==> src/csi_consts.vh <==
`ifndef CSI_CONSTS_VH
`define CSI_CONSTS_VH

// Interrupt sources and which of them are level-type (no flag).
`define CSI_NIRQ 8
`define CSI_LEVEL_MASK 8'h80

// Register file mapping into the low data space.
`define CSI_REG_TOP 16'h001f
`define CSI_X_LO 5'h1a
`define CSI_Y_LO 5'h1c
`define CSI_Z_LO 5'h1e

// Pointer addressing modes.
`define CSI_PM_PLAIN 2'h0
`define CSI_PM_DISP 2'h1
`define CSI_PM_POSTINC 2'h2
`define CSI_PM_PREDEC 2'h3

// I/O addresses of the core registers.
`define CSI_IO_GENERAL_IRQ_CONTROL_REG 6'h3b
`define CSI_IO_SPL 6'h3d
`define CSI_IO_SPH 6'h3e
`define CSI_IO_STATUS_REG 6'h3f

// Field positions.
`define CSI_GIE_BIT 7
`define CSI_VECTOR_RELOCATE_BIT_BIT 1

// Reset values and implemented stack pointer bits.
`define CSI_SP_RST 16'h0000
`define CSI_SP_MASK 16'h07ff
`define CSI_VECTOR_RELOCATE_BIT_RST 1'h0

// Program memory vector layout.
`define CSI_APP_START 12'h000
`define CSI_BOOT_START 12'hc00
`define CSI_VEC_STRIDE 12'h001

// Sequence lengths in CPU clock cycles, counted from zero.
`define CSI_ENTRY_LAST 3'h3
`define CSI_IRQ_RETURN_OP_LAST 3'h3
`define CSI_WAKE_LAST 3'h3

`endif

==> src/csi_core.v <==
`timescale 1ns/10ps
`default_nettype none
`include "csi_consts.vh"

module csi_core (
	// Clock and reset
	input wire clock_i,
	input wire rst_n_i,
	// Register file ports for the ALU
	input wire [4:0] rf_rd_a_addr_i,
	input wire [4:0] rf_rd_b_addr_i,
	input wire [3:0] rf_rd_w_pair_i,
	input wire rf_wr_en_i,
	input wire rf_wr_wide_i,
	input wire [4:0] rf_wr_addr_i,
	input wire [15:0] rf_wr_data_i,
	output wire [7:0] rf_rd_a_o,
	output wire [7:0] rf_rd_b_o,
	output wire [15:0] rf_rd_w_o,
	// Data space access
	input wire [15:0] ds_addr_i,
	input wire ds_wr_i,
	input wire [7:0] ds_wdata_i,
	output wire ds_hit_o,
	output wire [7:0] ds_rdata_o,
	// Pointer addressing
	input wire ptr_go_i,
	input wire [1:0] ptr_sel_i,
	input wire [1:0] ptr_mode_i,
	input wire [5:0] ptr_disp_i,
	output wire [15:0] ptr_ea_o,
	// I/O register access
	input wire [5:0] io_addr_i,
	input wire io_wr_i,
	input wire io_rd_i,
	input wire [7:0] io_wdata_i,
	input wire [6:0] alu_flags_i,
	output reg [7:0] io_rdata_o,
	// Instruction stream
	input wire instr_bound_i,
	input wire op_push_i,
	input wire op_pop_i,
	input wire op_call_i,
	input wire op_ret_i,
	input wire op_irq_return_op_i,
	input wire op_sei_i,
	input wire op_cli_i,
	input wire sleeping_i,
	input wire [11:0] pc_i,
	input wire [7:0] push_data_i,
	// Stack memory
	output reg stk_we_o,
	output reg stk_re_o,
	output reg [15:0] stk_addr_o,
	output reg [7:0] stk_wdata_o,
	input wire [7:0] stk_rdata_i,
	// Interrupt sources and boot settings
	input wire [`CSI_NIRQ-1:0] irq_event_i,
	input wire [`CSI_NIRQ-1:0] irq_level_i,
	input wire [`CSI_NIRQ-1:0] irq_enable_i,
	input wire [`CSI_NIRQ-1:0] irq_flag_w1c_i,
	input wire boot_reset_fuse_i,
	input wire app_lock_setting_i,
	input wire boot_lock_setting_i,
	output reg [`CSI_NIRQ-1:0] irq_flags_o,
	// Program flow
	output wire core_hold_o,
	output reg pc_load_o,
	output reg [11:0] pc_load_addr_o,
	output wire [11:0] reset_vec_o,
	output wire global_irq_en_o,
	output wire [15:0] sp_o
);

	// One-hot sequencer states.
	localparam [3:0] S_RUN = 4'h1;
	localparam [3:0] S_WAKE = 4'h2;
	localparam [3:0] S_ENTER = 4'h4;
	localparam [3:0] S_IRQ_RETURN_OP = 4'h8;
	localparam N = `CSI_NIRQ;

	reg [7:0] rf_reg [0:31];
	reg [15:0] sp_reg;
	reg [15:0] sp_next;
	reg gie_reg;
	reg gie_next;
	reg vector_relocate_bit_reg;
	reg skip_reg;
	reg [3:0] state_reg;
	reg [2:0] cnt_reg;
	reg [7:0] win_reg;
	reg [11:0] pcsave_reg;
	reg [7:0] ret_hi_reg;
	wire [N-1:0] flag_next;
	wire [N-1:0] req;
	wire [N-1:0] grant;
	wire [7:0] win_idx;
	wire any_req;
	wire run;
	wire take;
	wire blocked;
	wire pc_in_boot;
	wire [4:0] ptr_lo;
	wire [15:0] ptr_val;
	wire [15:0] ptr_next;
	wire [11:0] vec_base;
	wire entry_done;
	wire irq_return_op_done;
	integer i;

	// Reads are plain muxes off the flops so the ALU sees operands early.
	assign rf_rd_a_o = rf_reg[rf_rd_a_addr_i];
	assign rf_rd_b_o = rf_reg[rf_rd_b_addr_i];
	assign rf_rd_w_o = {rf_reg[{rf_rd_w_pair_i, 1'b1}],
		rf_reg[{rf_rd_w_pair_i, 1'b0}]};

	// Data addresses up to the top register hit the file, not SRAM.
	assign ds_hit_o = (ds_addr_i <= `CSI_REG_TOP);
	assign ds_rdata_o = ds_hit_o ? rf_reg[ds_addr_i[4:0]] : 8'h00;

	// Pointer pair select; an unused select code falls back to Z.
	assign ptr_lo = (ptr_sel_i == 2'h0) ? `CSI_X_LO :
		(ptr_sel_i == 2'h1) ? `CSI_Y_LO : `CSI_Z_LO;
	assign ptr_val = {rf_reg[ptr_lo | 5'h01], rf_reg[ptr_lo]};

	csi_ptr_step u_ptr (
		.ptr_i(ptr_val),
		.mode_i(ptr_mode_i),
		.disp_i(ptr_disp_i),
		.ea_o(ptr_ea_o),
		.next_o(ptr_next)
	);

	// Register file writes. Later statements win, so a pointer
	// write-back beats a data store, which beats the ALU result.
	always @(posedge clock_i or negedge rst_n_i) begin
		if (!rst_n_i) begin
			for (i = 0; i < 32; i = i + 1) begin
				rf_reg[i] <= 8'h00;
			end
		end else begin
			if (rf_wr_en_i && rf_wr_wide_i) begin
				rf_reg[{rf_wr_addr_i[4:1], 1'b0}] <= rf_wr_data_i[7:0];
				rf_reg[{rf_wr_addr_i[4:1], 1'b1}] <= rf_wr_data_i[15:8];
			end else if (rf_wr_en_i) begin
				rf_reg[rf_wr_addr_i] <= rf_wr_data_i[7:0];
			end
			if (ds_wr_i && ds_hit_o) begin
				rf_reg[ds_addr_i[4:0]] <= ds_wdata_i;
			end
			if (ptr_go_i && (ptr_mode_i == `CSI_PM_POSTINC ||
				ptr_mode_i == `CSI_PM_PREDEC)) begin
				rf_reg[ptr_lo] <= ptr_next[7:0];
				rf_reg[ptr_lo | 5'h01] <= ptr_next[15:8];
			end
		end
	end

	// Interrupt selection. Level-type sources bypass the flags, so a
	// condition gone before enabling leaves nothing behind.
	assign pc_in_boot = (pc_i >= `CSI_BOOT_START);
	assign blocked = (app_lock_setting_i && !pc_in_boot &&
		vector_relocate_bit_reg) || (boot_lock_setting_i &&
		pc_in_boot && !vector_relocate_bit_reg);
	assign req = ((irq_flags_o & ~`CSI_LEVEL_MASK) |
		(irq_level_i & `CSI_LEVEL_MASK)) & irq_enable_i &
		{N{~blocked}};

	csi_irq_pick #(
		.N(N)
	) u_pick (
		.req_i(req),
		.grant_o(grant),
		.index_o(win_idx),
		.any_o(any_req)
	);

	assign run = (state_reg == S_RUN);
	assign core_hold_o = !run;
	assign take = run && instr_bound_i && gie_reg && !op_cli_i &&
		!op_irq_return_op_i && !skip_reg && any_req;
	assign entry_done = (state_reg == S_ENTER) &&
		(cnt_reg == `CSI_ENTRY_LAST);
	assign irq_return_op_done = (state_reg == S_IRQ_RETURN_OP) &&
		(cnt_reg == `CSI_IRQ_RETURN_OP_LAST);

	// Hardware clears only the winner's flag; a new event in the same
	// cycle as any clear sets the flag again.
	assign flag_next = (irq_flags_o & ~(irq_flag_w1c_i |
		(take ? grant : {N{1'b0}}))) |
		(irq_event_i & ~`CSI_LEVEL_MASK);

	// Vector table base and the reset vector.
	assign vec_base = vector_relocate_bit_reg ? `CSI_BOOT_START :
		`CSI_APP_START;
	assign reset_vec_o = boot_reset_fuse_i ? `CSI_BOOT_START :
		`CSI_APP_START;
	assign global_irq_en_o = gie_reg;
	assign sp_o = sp_reg;

	// Stack pointer next value. Only the enable bit of the status
	// register is ever touched by entry and return.
	always @* begin
		sp_next = sp_reg;
		if (state_reg == S_ENTER && cnt_reg < 3'h2) begin
			sp_next = sp_reg - 16'h0001;
		end else if (state_reg == S_IRQ_RETURN_OP && cnt_reg < 3'h2) begin
			sp_next = sp_reg + 16'h0001;
		end else if (run && op_push_i) begin
			sp_next = sp_reg - 16'h0001;
		end else if (run && op_pop_i) begin
			sp_next = sp_reg + 16'h0001;
		end else if (run && op_call_i) begin
			sp_next = sp_reg - 16'h0002;
		end else if (run && op_ret_i) begin
			sp_next = sp_reg + 16'h0002;
		end
		if (io_wr_i && io_addr_i == `CSI_IO_SPL) begin
			sp_next[7:0] = io_wdata_i;
		end
		if (io_wr_i && io_addr_i == `CSI_IO_SPH) begin
			sp_next[15:8] = io_wdata_i;
		end
	end

	// Global enable next value; the clear on entry is ordered after a
	// software write so a taken interrupt always leaves it off.
	always @* begin
		gie_next = gie_reg;
		if (io_wr_i && io_addr_i == `CSI_IO_STATUS_REG) begin
			gie_next = io_wdata_i[`CSI_GIE_BIT];
		end
		if (op_sei_i) begin
			gie_next = 1'b1;
		end
		if (op_cli_i) begin
			gie_next = 1'b0;
		end
		if (take) begin
			gie_next = 1'b0;
		end
		if (irq_return_op_done) begin
			gie_next = 1'b1;
		end
	end

	// Core registers, interrupt flags and the I/O read port.
	always @(posedge clock_i or negedge rst_n_i) begin
		if (!rst_n_i) begin
			sp_reg <= `CSI_SP_RST;
			gie_reg <= 1'b0;
			vector_relocate_bit_reg <= `CSI_VECTOR_RELOCATE_BIT_RST;
			irq_flags_o <= {N{1'b0}};
			io_rdata_o <= 8'h00;
		end else begin
			sp_reg <= sp_next & `CSI_SP_MASK;
			gie_reg <= gie_next;
			irq_flags_o <= flag_next;
			if (io_wr_i && io_addr_i == `CSI_IO_GENERAL_IRQ_CONTROL_REG) begin
				vector_relocate_bit_reg <= io_wdata_i[`CSI_VECTOR_RELOCATE_BIT_BIT];
			end
			if (io_rd_i) begin
				case (io_addr_i)
				`CSI_IO_SPL: io_rdata_o <= sp_reg[7:0];
				`CSI_IO_SPH: io_rdata_o <= sp_reg[15:8];
				`CSI_IO_STATUS_REG: io_rdata_o <= {gie_reg, alu_flags_i};
				`CSI_IO_GENERAL_IRQ_CONTROL_REG: io_rdata_o <= {6'h00,
					vector_relocate_bit_reg, 1'b0};
				default: io_rdata_o <= 8'h00;
				endcase
			end
		end
	end

	// Sequencer for wake, entry and return. A pending request is only
	// taken at an instruction boundary, so a multi-cycle instruction
	// always finishes first.
	always @(posedge clock_i or negedge rst_n_i) begin
		if (!rst_n_i) begin
			state_reg <= S_RUN;
			cnt_reg <= 3'h0;
			win_reg <= 8'h00;
			pcsave_reg <= 12'h000;
			ret_hi_reg <= 8'h00;
			skip_reg <= 1'b0;
			stk_we_o <= 1'b0;
			stk_re_o <= 1'b0;
			stk_addr_o <= 16'h0000;
			stk_wdata_o <= 8'h00;
			pc_load_o <= 1'b0;
			pc_load_addr_o <= 12'h000;
		end else begin
			stk_we_o <= 1'b0;
			stk_re_o <= 1'b0;
			pc_load_o <= 1'b0;
			cnt_reg <= cnt_reg + 3'h1;
			// One instruction must run after sei sets the enable, or after return.
			if (run && op_sei_i && !gie_reg) begin
				skip_reg <= 1'b1;
			end else if (irq_return_op_done) begin
				skip_reg <= 1'b1;
			end else if (run && instr_bound_i) begin
				skip_reg <= 1'b0;
			end
			case (state_reg)
			S_RUN: begin
				cnt_reg <= 3'h0;
				if (take) begin
					win_reg <= win_idx;
					pcsave_reg <= pc_i;
					state_reg <= sleeping_i ? S_WAKE : S_ENTER;
				end else if (instr_bound_i && op_irq_return_op_i) begin
					state_reg <= S_IRQ_RETURN_OP;
				end
				if (op_push_i) begin
					stk_we_o <= 1'b1;
					stk_addr_o <= sp_reg;
					stk_wdata_o <= push_data_i;
				end else if (op_pop_i) begin
					stk_re_o <= 1'b1;
					stk_addr_o <= sp_reg + 16'h0001;
				end
			end
			S_WAKE: begin
				if (cnt_reg == `CSI_WAKE_LAST) begin
					cnt_reg <= 3'h0;
					state_reg <= S_ENTER;
				end
			end
			S_ENTER: begin
				if (cnt_reg < 3'h2) begin
					stk_we_o <= 1'b1;
					stk_addr_o <= sp_reg;
					stk_wdata_o <= (cnt_reg == 3'h0) ? pcsave_reg[7:0] :
						{4'h0, pcsave_reg[11:8]};
				end
				if (entry_done) begin
					pc_load_o <= 1'b1;
					pc_load_addr_o <= vec_base + {4'h0, win_reg} +
						`CSI_VEC_STRIDE;
					state_reg <= S_RUN;
				end
			end
			S_IRQ_RETURN_OP: begin
				// Synchronous stack memory: data follows the strobe by
				// one cycle, high byte first as it was pushed last.
				if (cnt_reg < 3'h2) begin
					stk_re_o <= 1'b1;
					stk_addr_o <= sp_reg + 16'h0001;
				end
				if (cnt_reg == 3'h2) begin
					ret_hi_reg <= stk_rdata_i;
				end
				if (irq_return_op_done) begin
					pc_load_o <= 1'b1;
					pc_load_addr_o <= {ret_hi_reg[3:0], stk_rdata_i};
					state_reg <= S_RUN;
				end
			end
			default: begin
				state_reg <= S_RUN;
			end
			endcase
		end
	end

endmodule // csi_core

`default_nettype wire

==> src/csi_ptr_step.v <==
`timescale 1ns/10ps
`default_nettype none

// Effective address and written-back value of one pointer pair.
module csi_ptr_step (
	// Pointer value and mode
	input wire [15:0] ptr_i,
	input wire [1:0] mode_i,
	input wire [5:0] disp_i,
	// Results
	output reg [15:0] ea_o,
	output reg [15:0] next_o
);

`include "csi_consts.vh"

	// Displacement leaves the pair alone; increment and decrement do not.
	always @* begin
		ea_o = ptr_i;
		next_o = ptr_i;
		case (mode_i)
		`CSI_PM_DISP: begin
			ea_o = ptr_i + {10'h000, disp_i};
		end
		`CSI_PM_POSTINC: begin
			next_o = ptr_i + 16'h0001;
		end
		`CSI_PM_PREDEC: begin
			ea_o = ptr_i - 16'h0001;
			next_o = ptr_i - 16'h0001;
		end
		default: begin
			ea_o = ptr_i;
		end
		endcase
	end

endmodule // csi_ptr_step

`default_nettype wire

==> src/csi_irq_pick.v <==
`timescale 1ns/10ps
`default_nettype none

// Fixed priority pick: the lowest index, the lowest vector, wins.
module csi_irq_pick #(
	parameter N = 8
) (
	// Requests
	input wire [N-1:0] req_i,
	// Winner
	output reg [N-1:0] grant_o,
	output reg [7:0] index_o,
	output wire any_o
);

	integer i;

	// Scan downward so the last hit, the lowest index, stays.
	always @* begin
		grant_o = {N{1'b0}};
		index_o = 8'h00;
		for (i = N - 1; i >= 0; i = i - 1) begin
			if (req_i[i]) begin
				grant_o = {N{1'b0}};
				grant_o[i] = 1'b1;
				index_o = i[7:0];
			end
		end
	end

	assign any_o = |req_i;

endmodule // csi_irq_pick

`default_nettype wire

==> config.mk <==
export PLATFORM = sky130hd
export DESIGN_NAME = csi_core
export DESIGN_NICKNAME = d
export VERILOG_FILES = /design/src/csi_core.v /design/src/csi_ptr_step.v /design/src/csi_irq_pick.v
export VERILOG_INCLUDE_DIRS = /design/src /design/src/src
export SDC_FILE = /design/constraint.sdc
export NUM_CORES = 2
export LEC_CHECK = 0
export BUFFER_PORTS_ARGS = -buffer_cell sky130_fd_sc_hd__buf_2
export CAP_MARGIN = 0
export CELL_PAD_IN_SITES_DETAIL_PLACEMENT = 1
export CELL_PAD_IN_SITES_GLOBAL_PLACEMENT = 1
export CORE_ASPECT_RATIO = 1.25
export CORE_MARGIN = 5
export CORE_UTILIZATION = 43
export DETAILED_ROUTE_END_ITERATION = 7
export PLACE_DENSITY = 0.81
export REMOVE_ABC_BUFFERS = 1
export SLEW_MARGIN = 40
export SYNTH_ARGS = -nofsm -noshare
export SYNTH_HDL_FRONTEND = slang
export SYNTH_SLANG_ARGS = --single-unit
==> constraint.sdc <==
create_clock -name clock_i -period 2.6 [get_ports clock_i]
set_input_delay 0.13 -clock clock_i [delete_from_list [all_inputs] [get_ports clock_i]]
set_output_delay 0.13 -clock clock_i [all_outputs]
set_load 0.02 [all_outputs]
# ---- Word level (Yosys, flattened, before mapping)
# Cells that the tools add are included.
dict set report classes {
  n_addsub 10
  order_cmp 19
  eq_ne 22
  n_mux 114
  n_reduce_logical 59
  n_bitwise 18
}
# operator n
set ops {}
lappend ops {{256-bit bitwise mux} 6}
lappend ops {{256-bit two-way mux} 4}
lappend ops {{8-bit binary-select mux with 5-bit select} 7}
lappend ops {{8-bit two-way mux} 34}
lappend ops {{8-bit demux with 5-bit select} 6}
lappend ops {{11-bit two-way mux} 6}
lappend ops {{16-bit two-way mux} 4}
lappend ops {{16-bit case mux with 2 select lines} 2}
lappend ops {{6-bit >= comparator (second input constant)} 10}
lappend ops {{5-bit inverter with 6-bit output} 10}
lappend ops {{12-bit two-way mux} 4}
lappend ops {{16-bit case mux with 3 select lines} 1}
lappend ops {{6-bit by 1-bit less-than comparator with 1-bit output (second input constant)} 6}
lappend ops {{3-bit two-way mux} 12}
lappend ops {{1-bit logical AND} 34}
lappend ops {{8-bit case mux with 4 select lines} 1}
lappend ops {{8-bit bitwise AND} 3}
lappend ops {{6-bit equality test (second input constant)} 4}
lappend ops {{12-bit case mux with 2 select lines} 1}
lappend ops {{4-bit two-way mux} 5}
lappend ops {{16-bit by 1-bit adder with 16-bit output (second input constant)} 1}
lappend ops {{16-bit by 6-bit adder with 16-bit output} 1}
lappend ops {{16-bit by 5-bit less-or-equal comparator with 1-bit output (second input constant)} 1}
lappend ops {{4-bit case mux with 4 select lines} 1}
lappend ops {{other kinds (43)} 78}
dict set report totals {
  word_cells 292
  input_bits 170
  out_inout_bits 142
  ff_bits 356
}

# ---- Longest topological paths before layout
dict set report depth {
  word_depth 20
  mapped_depth 13
  ltp_nobuf 11
}

# ---- Modules after synthesis
# A second synthesis with hierarchy kept.
dict set report hier_totals {
  cells_unflattened 2893
  hier_area_um2 28705.0
}
# mod area_per_inst_um2 cells_each n_inst
set modules_own_cells {}
lappend modules_own_cells {csi_core 27246.1 2663 1}
lappend modules_own_cells {csi_ptr_step 1273.7 200 1}
lappend modules_own_cells {csi_irq_pick 185.2 30 1}

# ---- Least setup slack after synthesis
# Ideal clock, no wire load.
dict set report synth_path {
  kind {flip-flop to output port}
  startpoint {reg rf_reg[24] in the netlist's numbering}
  endpoint {out ptr_ea_o[14]}
  setup_slack_ps -525
  arrival_ps 2995
  path_stages_with_launch 11
  cell_sequence {dfrtp_1 > mux2_1 > mux2_4 > ha_1 > fa_1 > a21o_1 > a21oi_1 > nor2b_1 > o31ai_1 > o22ai_1 > xnor2_1}
}
dict set report synth_via {
  elab_chain_cells 5
  elab_cells_between_ends 9
  classes_between {add/sub (2); mux (7)}
}
# element line
set synth_lines {}
lappend synth_lines {{start: declaration} csi_core.v:82} ;# reg [7:0] rf_reg [0:31];
lappend synth_lines {{start signal: indexed assignment} csi_core.v:143} ;# rf_reg[{rf_wr_addr_i[4:1], 1'b0}] <= rf_wr_data_i[7:0];
lappend synth_lines {{start signal: indexed assignment} csi_core.v:144} ;# rf_reg[{rf_wr_addr_i[4:1], 1'b1}] <= rf_wr_data_i[15:8];
lappend synth_lines {{start signal: indexed assignment} csi_core.v:146} ;# rf_reg[rf_wr_addr_i] <= rf_wr_data_i[7:0];
lappend synth_lines {{8-bit binary-select mux with 5-bit select} csi_core.v:124} ;# assign ptr_val = {rf_reg[ptr_lo | 5'h01], rf_reg[ptr_lo]};
lappend synth_lines {{8-bit two-way mux (not written as such) (2 in a row)} csi_core.v:124}
lappend synth_lines {{16-bit by 1-bit subtractor with 16-bit output / 16-bit by 6-bit adder with 16-bit output (equally long branches)} {csi_ptr_step.v:29, csi_ptr_step.v:23}}
lappend synth_lines {{16-bit case mux with 2 select lines *} csi_ptr_step.v:21} ;# case (mode_i)
lappend synth_lines {{end: declaration} csi_core.v:31} ;# output wire [15:0] ptr_ea_o,
# Every way passes the cells marked *; elsewhere a longest branch is shown, timed or not. The select of a mux whose other input is x is not followed.

# ---- Worst setup path in the final report
dict set report layout_path {
  startpoint {reg rf_reg[40] in the netlist's numbering}
  endpoint {out ptr_ea_o[13]}
}
# Same word-level chain as after synthesis.

==> impl_results.md <==
* Total track usage at 40.6%
* Hpwl dp at 105 mm
* CP required at 2.47 ns
* Worst-margin pin slew at approximately 0.85 ns
* Final WS setup at -0.918 ns
* Hold depth at 3
* RSZ-0062 raised after global routing: true
* Via count at a little over 30,000
* Area delta synth->final at 28.5%
* 1st-iter DRT viols at 3,873
* GP Congestion at 1.09
* Final Non-Filler Cells at 4,245
* Worst-path cell chain: mux2_4 > mux2_4 > ha_4 > buf_4 > a21o_1 > a21oi_2 > nor2b_2 > o41ai_2 > buf_4 > nor3_4 > o21ai_2 > xnor2_2 > buf_4
* Switching Fraction at a little over two fifths
* Final WL at 153 mm
* Clock buffer depth at 3
* Total negative setup slack at -16.04 ns
* Layout Nets at 3,537
* Clk slew on worst S/H paths at 0.06 ns
* Skew-Pair Late Insertion Delay at 0.62 ns
* Vias per cell at ~7.2
* CTS Buf Count at 42
* Crit end category: output port
* Starting Density at a little over two fifths
* Root Driver: clkbuf_16
* Max FFs per register at 256
* Slew Limit Fails at 0
* CTS tree: yes
* Top-count cell post-synth: dfrtp_1
* Hold Path Class: input port to register
* Pwr Density at 875 nW/um^2
* Avg Inst Size Synth at 10.1 sq um
* MaxCap Viol Count at 0
* Core area at 65,600 sq um
* Placed instance area at between 30,000 and 40,000 sq um
* Setup CP Type: register to output port
* Antenna-violating nets left at 0
* Setup violations, final at between 50 and 60
* Synth warn at 0
* Die Width at 240 microns
* Most frequent cells after synthesis: dfrtp_1, mux4_2, nor2_1, nand2_1, mux2i_1
* Clk_skew at 0.0476 ns
* Critical path's largest stage delay at 0.39 ns
* Layout cells sized above 1 at around 38%
* Syn Inst Count at about 2,800
* P_leak at roughly 15 nW
* Startpoint Class: register
* Post-synth EDFFs at 0
* Netlist cell types at 98
* Fraction of registers with async set/reset at 100%
* First-pass GRT wire length at ~220 mm
* CTS H-tree lvls at 2
* Power Total at 31.9 mW
* P_int at approximately 18 mW
* Vias in the first global route at 31,800
* Placed insts at 4,038
* Standard-cell rows at roughly 110
* Worst Path Max Fanout at 5
* Synth top area cells: dfrtp_1, mux4_2, mux2i_1, nor2_1, nand2_1
* CP most frequent cell: buf_4
* Initial antenna violation count at 14
* Largest net degree at the start of global routing at 80
* Post-Syn Area at 28,300 sq um
* Violated checks: negative setup slack
* Clock Sinks at 347
* Reg2Reg Setup Slack at -0.19 ns
* Yosys reg bits at roughly 350
* PortBufs at 281
* Avg WL per Cell at 36.0 microns
* Num ports at 312
* Maximum clock rate at between 200 and 300 MHz
* Clock power share at between 10% and 20%
* Initial DRT Pass Iterations at 6
* Psw at 14.0 mW
* Die height at 297 microns
* Comb pwr share at 50.6%
* Final min period at approximately 3.5 ns
* Status: finished with violations
* IR drop worst, VDD at 652 uV
* Most used DFF post-synth: dfrtp_1
* Critical hold path startpoint: ds_wdata_i[5]
* Hold Crit Endpoint: rf_reg[85]
* Post-synthesis sequential area ratio at 30.7%
* Worst slew margin at 43.2%
* Arr. time, crit path at 3.39 ns
* Total grt overflow at 0
* Synth top area share at 30.6%
* DRC viols at 0
* Slowest-stage cell, CP: dfrtp_1
* Reg power frac at 29.6%
* Final period utilization at 135%
* Final hold vios at 0
* Die ar. at 71,200 sq um
* Reg2Reg Launch Point: irq_flags_o[1]
* Worst R2R Path Depth at 7
* Worst r2r dst: global_irq_en_o
* Synth area leader: dfrtp_1
* Fin area at 36,400 sq um
## stage by stage
step	utilization [%]	hold WS [ns]	setup WS, ns
after floorplan	-	-0.166	-0.525
after global placement	49.9	0.159	-0.503
after detailed placement	49.9	0.170	-0.530
after CTS	54.6	0.00465	-0.891
after global routing	55.5	0.0315	-0.987
final	55.5	0.0276	-0.918
## routing by layer
metal  vias to the layer above  routed length (microns)  GRT usage, %
li1                      11800                        -             -
met4                        14                    15400          29.0
met1                     15400                    50200          47.5
met2                      2668                    69700          64.1
met5                         -                       90             0
met3                       850                    17500          11.1
## cell families after synthesis
logic type	after synthesis	share of synthesized area, %
adder cells (fa/ha/maj)	18	0.821
other	1	0.0132
buffers and inverters	320	4.89
multiplexers	533	32.9
flip-flops	347	30.7
AO/OA/AOI/OAI	674	15.4
XOR/XNOR	57	1.76
AND/OR/NAND/NOR	844	13.6
## worst max-delay path: cells and delay by family, from the launching register on
kind                       cells  cell delay, ns
AOI/OAI and AO/OA              4            0.80
adders and majority gates      1            0.17
and+or+nand+nor                2            0.14
buffers and inverters          3            0.59
muxes                          2            0.57
DFF                            1            0.39
xor gates and xnor gates       1            0.15
## area by class of cell
| cell class | count | area (sq um) |
|---|---|---|
| antenna | 9 | 22.5 |
| clock inverter | 21 | 256 |
| tap | 856 | 1070 |
| inverter | 45 | 179 |
| multi-input combinational | 2145 | 19000 |
| sequential | 347 | 8720 |
| fill | 7090 | 29200 |
| clock buffer | 54 | 1160 |
| timing repair buffer | 768 | 5960 |
## how the worst max path moves through the flow
stage,depth (start not counted),start,slack [ns],end
5_1_grt,12,rf_reg[40],-0.99,ptr_ea_o[12]
2_1_floorplan,10,rf_reg[24],-0.52,ptr_ea_o[14]
6_report,13,rf_reg[40],-0.92,ptr_ea_o[13]
4_1_cts,12,rf_reg[40],-0.89,ptr_ea_o[12]
3_3_place_gp,12,rf_reg[24],-0.50,ptr_ea_o[10]
3_5_place_dp,12,rf_reg[24],-0.53,ptr_ea_o[12]
## power groups by stage
stage                     Combinational, mW  Clock [mW]  Sequential, mW
after floorplan                        7.32           0            8.83
after global placement                 13.4           0            8.95
after detailed placement               13.8           0            9.15
after CTS                              14.7        6.30            9.10
after global routing                   16.6        6.53            9.43
final                                  16.1        6.31            9.42
## cell usage in the layout (no fill, tap or decap), types with 72 or more instances in the layout
cell type	Yosys	routed
nor2_1	313	304
o21ai_0	78	72
o22ai_1	141	139
nand2_1	309	306
dlygate4sd3_1	0	86
buf_2	43	230
mux4_2	313	313
a21oi_1	162	156
buf_4	27	363
mux2i_1	174	172
o31ai_1	113	110
dfrtp_1	346	317
## repair_timing
| action | 4_1_cts | 5_1_grt |
|---|---|---|
| hold buffers | 88 | 4 |
| setup buffers | 25 | 27 |
| pin swaps | 25 | 49 |
| resized for setup | 174 | 116 |
| hold endpoints to repair | 145 | 3 |
| endpoints found under the setup margin | 56 | 80 |
Power figures use the tool's default switching activity.
